$ cat config.mk
export PLATFORM = sky130hd
export DESIGN_NAME = sdpd_top
export DESIGN_NICKNAME = d
export VERILOG_FILES = /design/src/sdpd_pkg.sv /design/src/sdpd_div.sv /design/src/sdpd_top.sv
export SDC_FILE = /design/constraint.sdc
export NUM_CORES = 1
export LEC_CHECK = 0
export BUFFER_PORTS_ARGS = -buffer_cell sky130_fd_sc_hd__buf_4
export CAP_MARGIN = 20
export CORE_UTILIZATION = 63
export DETAILED_ROUTE_END_ITERATION = 12
export GPL_ROUTABILITY_DRIVEN = 0
export MAX_ROUTING_LAYER = met4
export PLACE_DENSITY_LB_ADDON = 0.1
export SLEW_MARGIN = 20
export SYNTH_ARGS = -nofsm -noshare
export SYNTH_HDL_FRONTEND = slang
export SYNTH_SLANG_ARGS = --single-unit
export TNS_END_PERCENT = 30
$ cat constraint.sdc
create_clock -name core_clk -period 4.9 [get_ports core_clk]
set_clock_uncertainty 0.2 [all_clocks]
set_input_delay 0.49 -clock core_clk [delete_from_list [all_inputs] [get_ports core_clk]]
set_output_delay 0.49 -clock core_clk [all_outputs]
set_load 0.005 [all_outputs]
$ cat src/sdpd_pkg.sv
// Shared constants and types for the synthesizer divider and phase detector core.
package sdpd_pkg;

  localparam int RDIV_W = 14;
  localparam int NDIV_W = 17;
  localparam int FRAC_W = 4;

  // Register byte offsets on the Avalon-MM slave.
  localparam logic [3:0] OFS_CTRL = 4'h0;
  localparam logic [3:0] OFS_RDIV = 4'h4;
  localparam logic [3:0] OFS_NDIV = 4'h8;
  localparam logic [3:0] OFS_STAT = 4'hC;

  // Status field positions.
  localparam int STAT_UP_BIT = 0;
  localparam int STAT_DN_BIT = 1;
  localparam int STAT_HIZ_BIT = 2;

  // Divide ranges.
  localparam logic [RDIV_W-1:0] RDIV_MIN = 14'h0001;
  localparam logic [RDIV_W-1:0] RDIV_MAX = 14'h3FFF;
  localparam logic [NDIV_W-1:0] NFRAC_MIN = 17'h00024;
  localparam logic [NDIV_W-1:0] NFRAC_MAX = 17'h0FFFF;
  localparam logic [NDIV_W-1:0] NINT_MIN = 17'h00020;
  localparam logic [NDIV_W-1:0] NINT_MAX = 17'h1001F;

  // Reset values.
  localparam logic [RDIV_W-1:0] RDIV_RST = 14'h0001;
  localparam logic [NDIV_W-1:0] NDIV_RST = 17'h00064;
  localparam logic [3:0] CTRL_RST = 4'hD;

  typedef struct packed {
    logic pump_down_allow;
    logic pump_up_allow;
    logic phase_invert;
    logic integer_mode;
  } sdpd_ctrl_t;

  typedef struct packed {
    logic cp_hiz;
    logic pump_down;
    logic pump_up;
  } sdpd_stat_t;

endpackage

$ cat src/sdpd_div.sv
// Programmable edge-count divider producing one pulse every ratio input edges.
`timescale 1ns/100ps
module sdpd_div #(
  parameter int W = 14
) (
  input wire logic core_clk,
  input wire logic rst,
  input wire logic clk_en,
  input wire logic edge_in,
  input wire logic [W-1:0] ratio,
  output logic div_pulse
);

  logic [W-1:0] cnt_r;
  logic [W-1:0] cnt_nxt;
  logic pulse_r;
  logic pulse_nxt;

  // The new ratio is taken only at reload, so a change never cuts a cycle short.
  always_comb begin
    cnt_nxt = cnt_r;
    pulse_nxt = 1'b0;
    if (edge_in) begin
      if (cnt_r == '0) begin
        pulse_nxt = 1'b1;
        cnt_nxt = ratio - {{(W-1){1'b0}}, 1'b1};
      end else begin
        cnt_nxt = cnt_r - {{(W-1){1'b0}}, 1'b1};
      end
    end
  end

  always_ff @(posedge core_clk) begin
    if (rst) begin
      cnt_r <= '0;
      pulse_r <= 1'b0;
    end else if (clk_en) begin
      cnt_r <= cnt_nxt;
      pulse_r <= pulse_nxt;
    end
  end

  assign div_pulse = pulse_r;

endmodule

$ cat src/sdpd_top.sv
// Reference and RF dividers, phase frequency detector and Avalon-MM control registers.
// How it works
// - Reference divided by 1 to 16383, 14 bits.
// - Fractional RF ratio kept within 36..65535.
// - Integer RF ratio kept within 32..65567.
// - Detector compares only the two divided signals.
// - Invert control swaps up and down outputs.
// - Cleared up allow suppresses pump up.
// - Cleared down allow suppresses pump down.
// - Both cleared: pump high impedance, rest runs.
`timescale 1ns/100ps
module sdpd_top
  import sdpd_pkg::*;
#(
  parameter int RW = RDIV_W,
  parameter int NW = NDIV_W
) (
  input wire logic core_clk,
  input wire logic rst,
  input wire logic clk_en,
  input wire logic ref_in,
  input wire logic vco_in,
  input wire logic signed [FRAC_W-1:0] frac_step,
  input wire logic [3:0] avs_address,
  input wire logic avs_read,
  input wire logic avs_write,
  input wire logic [31:0] avs_writedata,
  input wire logic [3:0] avs_byteenable,
  output logic [31:0] avs_readdata,
  output logic avs_waitrequest,
  output logic pump_up,
  output logic pump_down,
  output logic cp_oe_n,
  output logic ref_div_pulse,
  output logic rf_div_pulse
);

  // Register file and bus slave.
  sdpd_ctrl_t ctrl_r, ctrl_nxt;
  logic [RW-1:0] rdiv_r, rdiv_nxt, rdiv_eff_r, rdiv_eff_nxt;
  logic [NW-1:0] ndiv_r, ndiv_nxt, ndiv_eff_r, ndiv_eff_nxt;
  logic wait_r, wait_nxt;
  logic [31:0] rdata_r, rdata_nxt;
  logic signed [NW+1:0] nsum;
  logic signed [NW+1:0] nmin;
  logic signed [NW+1:0] nmax;
  sdpd_stat_t stat;

  function automatic logic [31:0] be_merge(input logic [31:0] old_v, input logic [31:0] new_v,
                                           input logic [3:0] be);
    logic [31:0] res;
    res = old_v;
    for (int i = 0; i < 4; i++) begin
      if (be[i]) begin
        res[8*i +: 8] = new_v[8*i +: 8];
      end
    end
    return res;
  endfunction

  assign stat = '{cp_hiz: cp_oe_n, pump_down: pump_down, pump_up: pump_up};

  // A request waits one cycle; the write lands and read data stand at the edge
  // where waitrequest is seen low.
  always_comb begin
    logic [31:0] merged;
    merged = 32'h00000000;
    ctrl_nxt = ctrl_r;
    rdiv_nxt = rdiv_r;
    ndiv_nxt = ndiv_r;
    rdata_nxt = rdata_r;
    wait_nxt = 1'b1;
    if ((avs_read || avs_write) && wait_r) begin
      wait_nxt = 1'b0;
      if (avs_read) begin
        case (avs_address)
          OFS_CTRL: rdata_nxt = {28'h0000000, ctrl_r};
          OFS_RDIV: rdata_nxt = {{(32-RW){1'b0}}, rdiv_r};
          OFS_NDIV: rdata_nxt = {{(32-NW){1'b0}}, ndiv_r};
          OFS_STAT: rdata_nxt = {29'h0000000, stat};
          default: rdata_nxt = 32'h00000000;
        endcase
      end
    end
    if (avs_write && !wait_r) begin
      case (avs_address)
        OFS_CTRL: begin
          merged = be_merge({28'h0000000, ctrl_r}, avs_writedata, avs_byteenable);
          ctrl_nxt = merged[3:0];
        end
        OFS_RDIV: begin
          merged = be_merge({{(32-RW){1'b0}}, rdiv_r}, avs_writedata, avs_byteenable);
          rdiv_nxt = merged[RW-1:0];
        end
        OFS_NDIV: begin
          merged = be_merge({{(32-NW){1'b0}}, ndiv_r}, avs_writedata, avs_byteenable);
          ndiv_nxt = merged[NW-1:0];
        end
        default: merged = 32'h00000000;
      endcase
    end
  end

  assign rdiv_eff_nxt = (rdiv_r < RDIV_MIN) ? RDIV_MIN : rdiv_r;

  // The step from the external modulator only applies in fractional mode.
  always_comb begin
    nsum = $signed({2'b00, ndiv_r});
    if (!ctrl_r.integer_mode) begin
      nsum = nsum + {{(NW+2-FRAC_W){frac_step[FRAC_W-1]}}, frac_step};
    end
    nmin = $signed({2'b00, NFRAC_MIN});
    nmax = $signed({2'b00, NFRAC_MAX});
    if (ctrl_r.integer_mode) begin
      nmin = $signed({2'b00, NINT_MIN});
      nmax = $signed({2'b00, NINT_MAX});
    end
    if (nsum < nmin) begin
      ndiv_eff_nxt = nmin[NW-1:0];
    end else if (nsum > nmax) begin
      ndiv_eff_nxt = nmax[NW-1:0];
    end else begin
      ndiv_eff_nxt = nsum[NW-1:0];
    end
  end

  always_ff @(posedge core_clk) begin
    if (rst) begin
      ctrl_r <= CTRL_RST;
      rdiv_r <= RDIV_RST;
      ndiv_r <= NDIV_RST;
      rdiv_eff_r <= RDIV_RST;
      ndiv_eff_r <= NDIV_RST;
      wait_r <= 1'b1;
      rdata_r <= 32'h00000000;
    end else if (clk_en) begin
      ctrl_r <= ctrl_nxt;
      rdiv_r <= rdiv_nxt;
      ndiv_r <= ndiv_nxt;
      rdiv_eff_r <= rdiv_eff_nxt;
      ndiv_eff_r <= ndiv_eff_nxt;
      wait_r <= wait_nxt;
      rdata_r <= rdata_nxt;
    end
  end

  assign avs_waitrequest = wait_r;
  assign avs_readdata = rdata_r;

  // Pin synchronisers. Sampling at the core rate limits the usable input rate to
  // well below a quarter of core_clk; the full-rate paths need dedicated counters.
  logic [2:0] ref_s_r, vco_s_r;
  logic ref_lvl_r, ref_lvl_nxt, vco_lvl_r, vco_lvl_nxt;
  logic ref_edge, vco_edge;

  always_comb begin
    ref_lvl_nxt = (ref_s_r[1] == ref_s_r[2]) ? ref_s_r[2] : ref_lvl_r;
    vco_lvl_nxt = (vco_s_r[1] == vco_s_r[2]) ? vco_s_r[2] : vco_lvl_r;
    ref_edge = ref_lvl_nxt && !ref_lvl_r;
    vco_edge = vco_lvl_nxt && !vco_lvl_r;
  end

  always_ff @(posedge core_clk) begin
    if (rst) begin
      ref_s_r <= 3'h0;
      vco_s_r <= 3'h0;
      ref_lvl_r <= 1'b0;
      vco_lvl_r <= 1'b0;
    end else if (clk_en) begin
      ref_s_r <= {ref_s_r[1:0], ref_in};
      vco_s_r <= {vco_s_r[1:0], vco_in};
      ref_lvl_r <= ref_lvl_nxt;
      vco_lvl_r <= vco_lvl_nxt;
    end
  end

  sdpd_div #(.W(RW)) u_ref_div (
    .core_clk(core_clk),
    .rst(rst),
    .clk_en(clk_en),
    .edge_in(ref_edge),
    .ratio(rdiv_eff_r),
    .div_pulse(ref_div_pulse)
  );

  sdpd_div #(.W(NW)) u_rf_div (
    .core_clk(core_clk),
    .rst(rst),
    .clk_en(clk_en),
    .edge_in(vco_edge),
    .ratio(ndiv_eff_r),
    .div_pulse(rf_div_pulse)
  );

  // Phase frequency detector.
  logic up_raw_r, up_raw_nxt, dn_raw_r, dn_raw_nxt;
  logic pu_nxt, pd_nxt, oe_n_nxt, up_sel, dn_sel;

  always_comb begin
    up_raw_nxt = up_raw_r || ref_div_pulse;
    dn_raw_nxt = dn_raw_r || rf_div_pulse;
    if (up_raw_nxt && dn_raw_nxt) begin
      up_raw_nxt = 1'b0;
      dn_raw_nxt = 1'b0;
    end
    up_sel = ctrl_r.phase_invert ? dn_raw_r : up_raw_r;
    dn_sel = ctrl_r.phase_invert ? up_raw_r : dn_raw_r;
    pu_nxt = up_sel && ctrl_r.pump_up_allow;
    pd_nxt = dn_sel && ctrl_r.pump_down_allow;
    oe_n_nxt = !(ctrl_r.pump_up_allow || ctrl_r.pump_down_allow);
  end

  always_ff @(posedge core_clk) begin
    if (rst) begin
      up_raw_r <= 1'b0;
      dn_raw_r <= 1'b0;
      pump_up <= 1'b0;
      pump_down <= 1'b0;
      cp_oe_n <= 1'b0;
    end else if (clk_en) begin
      up_raw_r <= up_raw_nxt;
      dn_raw_r <= dn_raw_nxt;
      pump_up <= pu_nxt;
      pump_down <= pd_nxt;
      cp_oe_n <= oe_n_nxt;
    end
  end

  a_ref_sets_up: assert property (@(posedge core_clk) disable iff (rst)
    clk_en && ref_div_pulse && !rf_div_pulse && !dn_raw_r |=> up_raw_r && !dn_raw_r)
    else $error("reference edge did not raise up request");
  a_both_clear: assert property (@(posedge core_clk) disable iff (rst)
    clk_en && up_raw_r && rf_div_pulse |=> !up_raw_r && !dn_raw_r)
    else $error("detector did not clear after both edges");
  a_up_masked: assert property (@(posedge core_clk) disable iff (rst)
    clk_en && !ctrl_r.pump_up_allow |=> !pump_up)
    else $error("pump up while masked");
  a_down_masked: assert property (@(posedge core_clk) disable iff (rst)
    clk_en && !ctrl_r.pump_down_allow |=> !pump_down)
    else $error("pump down while masked");
  a_pump_hiz: assert property (@(posedge core_clk) disable iff (rst)
    clk_en && !ctrl_r.pump_up_allow && !ctrl_r.pump_down_allow |=> cp_oe_n && !pump_up)
    else $error("pump not high impedance with both masks");
  a_invert_swap: assert property (@(posedge core_clk) disable iff (rst)
    clk_en && ctrl_r.phase_invert && ctrl_r.pump_up_allow && dn_raw_r |=> pump_up)
    else $error("inverted polarity did not swap outputs");
  a_rdiv_floor: assert property (@(posedge core_clk) disable iff (rst)
    rdiv_eff_r >= RDIV_MIN && rdiv_eff_r <= RDIV_MAX)
    else $error("reference ratio out of range");
  a_nint_range: assert property (@(posedge core_clk) disable iff (rst)
    clk_en && ctrl_r.integer_mode |=> ndiv_eff_r >= NINT_MIN && ndiv_eff_r <= NINT_MAX)
    else $error("integer ratio out of range");
  a_nfrac_range: assert property (@(posedge core_clk) disable iff (rst)
    clk_en && !ctrl_r.integer_mode |=> ndiv_eff_r >= NFRAC_MIN && ndiv_eff_r <= NFRAC_MAX)
    else $error("fractional ratio out of range");
  a_bus_wait: assert property (@(posedge core_clk) disable iff (rst)
    clk_en && (avs_read || avs_write) && wait_r |=> !wait_r ##1 wait_r)
    else $error("bus answer not one cycle");

  c_pump_up: cover property (@(posedge core_clk) disable iff (rst) pump_up);
  c_pump_down: cover property (@(posedge core_clk) disable iff (rst) pump_down);
  c_hiz: cover property (@(posedge core_clk) disable iff (rst) cp_oe_n);
  c_read_done: cover property (@(posedge core_clk) disable iff (rst) avs_read && !wait_r);

endmodule

==> run_results.csv <==
group,metric,value,unit
outcome,outcome,"finished, final reports clean",
timing,clock.fmax,0.280,GHz
global_route,grt_pass1_wl,32600,um
detailed_routing,wl,20500,um
setup_path,slowest_stage,"a2111oi_0",
global_route,grt_remaining_overflow,0,
finish,fin_nets,1014,
setup_path,worstPathRequired,5.00,ns
setup_path,r2r_setup_slack,1.32,ns
power_and_ir_drop,vdd_ir_drop_max,0.378,mV
setup_path,cp_common_cell,"o211ai_1",
setup_path,r2r_start,"ndiv_r[4]",
detailed_routing,wl_per_cell,18.7,um
logic_synthesis,synth-main-ff-cell,"dfxtp_1",
finish,regArea,0.00260,mm2
setup_path,path_depth,9,
floorplan,start_util,64.7,%
setup_path,r2r-end,"ndiv_eff_r[11]",
clock_tree,clk_pin_slew_worst_paths,0.06,ns
hold_path,hp-start,"avs_writedata[5]",
floorplan,die-height,110,um
detailed_routing,wirelength_met1,8310,um
setup_path,critical-path-max-stage-delay,0.69,ns
placement,numPortBuffers,57,
setup_path,path_delay_family,"compound AO/OA/AOI/OAI gates",
floorplan,die_w,110,um
clock_tree,hold_buffers,0,
floorplan,io-pin-count,89,
detailed_routing,vias_per_cell,6.60,
detailed_routing,dr_wl_met3,1210,um
clock_tree,cts.path.max_buffers,2,
timing,drv_slew,0,
global_route,antenna_found_initial,0,
finish,diodes,0,
timing,setup_violations,0,
timing,rsz0062_at_grt,"false",
clock_tree,cts_sinks,130,
placement,hpwl,14200,um
finish,multi_input_comb_area,0.00451,mm2
logic_synthesis,ys_seq_elements,130,
finish,area_delta_synth_final,14.9,%
clock_tree,clk_latency,0.42,ns
logic_synthesis,syn-cell-area,0.00739,mm2
clock_tree,cts_root_buf,"clkbuf_16",
finish,drive_gt1_share,13.4,%
logic_synthesis,synthArstFlopShare,0,%
setup_path,critPathLaunchType,"flip-flop",
detailed_routing,final_antenna_net_count,0,
global_route,grt_pass1_vias,6828,
floorplan,dieArea,0.0122,mm2
timing,fin_tns_setup,0,ns
logic_synthesis,ys_types,72,
detailed_routing,num_vias,7248,
timing,worst_pin_slew,0.973,ns
clock_tree,ctsResizeCount,0,
setup_path,setup.worst_path.end,"ndiv_eff_r[11]",
detailed_routing,drtIter0Drc,738,
power_and_ir_drop,finalPower,2.59,mW
timing,post-route-min-period,3.58,ns
setup_path,arrival,3.68,ns
timing,hold_violations,0,
power_and_ir_drop,power.leakage,3.38,nW
setup_path,worstSetupPathType,"reg -> reg",
global_route,grt_max_degree,88,
setup_path,cp-startpoint,"ndiv_r[4]",
floorplan,placementRows,39,
setup_path,reg2reg_depth,9,
logic_synthesis,ys_warn_count,0,
logic_synthesis,synth_edf_count,0,
hold_path,hp-class,"in -> reg",
timing,finalCritPeriodShare,73.0,%
detailed_routing,firstDrtPassIters,5,
setup_path,crit_fanout,8,
clock_tree,cts_tree,"yes",
timing,holdWs,0.0979,ns
flow_run,cap_viol_max_count,0,
setup_path,worstPathCellList,"ha_1 -> o211ai_1 -> o21a_1 -> a2111oi_0 -> o31a_1 -> o221ai_1 -> o211ai_1 -> o211ai_1 -> a22o_1",
logic_synthesis,synth.avg_cell_area,8.20,um2
logic_synthesis,synthCells,901,
finish,nFillCells,864,
clock_tree,postCtsSetupRepairBufs,0,
setup_path,cp-end-kind,"flip-flop",
clock_tree,htree_levels,4,
floorplan,core_area,0.0114,mm2
power_and_ir_drop,cellPowerDensity,305,mW/mm2
setup_path,path_buf_inv,0,
detailed_routing,highest_layer,"met4",
detailed_routing,wl_met2,10300,um
clock_tree,cts_buffers,17,
logic_synthesis,seq_area_frac_synth,35.2,%
detailed_routing,drc,0,
global_route,grtUsageTotal,36.1,%
timing,relSlewSlack,34.9,%
[cells in the final DEF (no fill, tap or decap), types with 11 or more instances in the layout]
master,count
a211oi_1,13
a21oi_1,54
a221oi_1,14
and3_1,13
buf_4,67
clkbuf_16,17
conb_1,15
dfxtp_1,130
ha_1,20
inv_1,15
mux2i_1,58
nand2_1,74
nand3_1,13
nor2_1,132
nor3_1,41
nor4_1,13
o211ai_1,11
o21ai_0,46
[synthesized netlist by cell type, types with 4 or more instances]
master | n | area, um2
a21oi_1 | 54 | 270
nor3b_1 | 7 | 52.6
nor2_1 | 132 | 495
and4_1 | 4 | 35.0
and3_1 | 13 | 81.3
nand4_1 | 6 | 37.5
o31ai_1 | 5 | 37.5
xor2_1 | 6 | 52.6
o22ai_1 | 6 | 37.5
xnor2_1 | 4 | 35.0
a32o_1 | 5 | 50.1
nor3_1 | 41 | 205
or3_1 | 7 | 43.8
o21ai_0 | 46 | 230
a21boi_0 | 5 | 37.5
nand2_1 | 74 | 278
buf_4 | 15 | 113
a211o_1 | 10 | 87.6
o21a_1 | 5 | 37.5
ha_1 | 20 | 250
dfxtp_1 | 130 | 2600
nor2b_1 | 7 | 43.8
nand2b_1 | 10 | 62.6
a22o_1 | 4 | 35.0
or2_2 | 6 | 37.5
inv_1 | 15 | 56.3
a21o_1 | 9 | 67.6
mux2i_1 | 58 | 581
a22oi_1 | 9 | 67.6
a221oi_1 | 14 | 123
clkbuf_1 | 39 | 146
nand3_1 | 13 | 65.1
o211ai_1 | 11 | 82.6
nor4_1 | 13 | 81.3
a31oi_1 | 9 | 56.3
and2_1 | 7 | 43.8
a211oi_1 | 13 | 97.6
a31o_2 | 4 | 35.0
[per-stage QoR]
| step | worst slack (ns) | util [%] | instances | instance area [um2] |
|---|---|---|---|---|
| floorplan | 1.53 | - | 915 | 7440 |
| global placement | 1.18 | 68.7 | 1066 | 7850 |
| finish | 1.32 | 74.3 | 1098 | 8490 |
| CTS | 1.39 | 74.3 | 1098 | 8490 |
| detailed placement | 1.13 | 68.7 | 1066 | 7850 |
| global route | 1.04 | 74.3 | 1098 | 8490 |
[worst min-delay path by stage]
stage / to / cells past startpoint
after detailed placement: avs_readdata[3] / 2
after floorplan: ndiv_eff_r[0] / 1
after global routing: ndiv_r[6] / 2
after global placement: avs_readdata[3] / 2
final: ndiv_r[5] / 2
after CTS: ndiv_r[5] / 2
[report_power, final]
part | internal [mW] | leakage, nW | switching (mW) | total [mW]
Combinational | 0.0651 | 2.02 | 0.0970 | 0.162
Sequential | 1.07 | 1.05 | 0.00661 | 1.07
Clock | 0.872 | 0.316 | 0.484 | 1.36
[per-layer routing]
metal / up-vias / global-route usage, %
li1: 3393 / -
met1: 3485 / 40.9
met2: 308 / 61.1
met3: 62 / 6.58
met4: 0 / 17.9
met5: - / -
[area by class of cell]
type | instances | share of cell area [%]
multi-input cells | 711 | 53.1
well taps | 143 | 2.11
clock buffers | 18 | 5.17
clock inverters | 14 | 2.36
repair buffers | 67 | 5.93
flip-flops and latches | 130 | 30.7
inverters | 15 | 0.663
[registers in the layout, summed over array words and instances (netlist names), 4 cells and up]
register / count
avs_readdata: 17
ndiv_eff_r: 17
ndiv_r: 17
u_rf_div.cnt_r: 17
rdiv_eff_r: 14
rdiv_r: 14
u_ref_div.cnt_r: 14
ctrl_r: 4
[cell families after synthesis]
logic type,share of synthesized area [%]
buffers and inverters,4.56
adders and majority gates,3.66
other,0.0508
DFF,35.2
and+or+nand+nor,23.3
xor gates and xnor gates,1.19
muxes,9.23
AOI/OAI and AO/OA,22.8
Power figures use the tool's default switching activity.
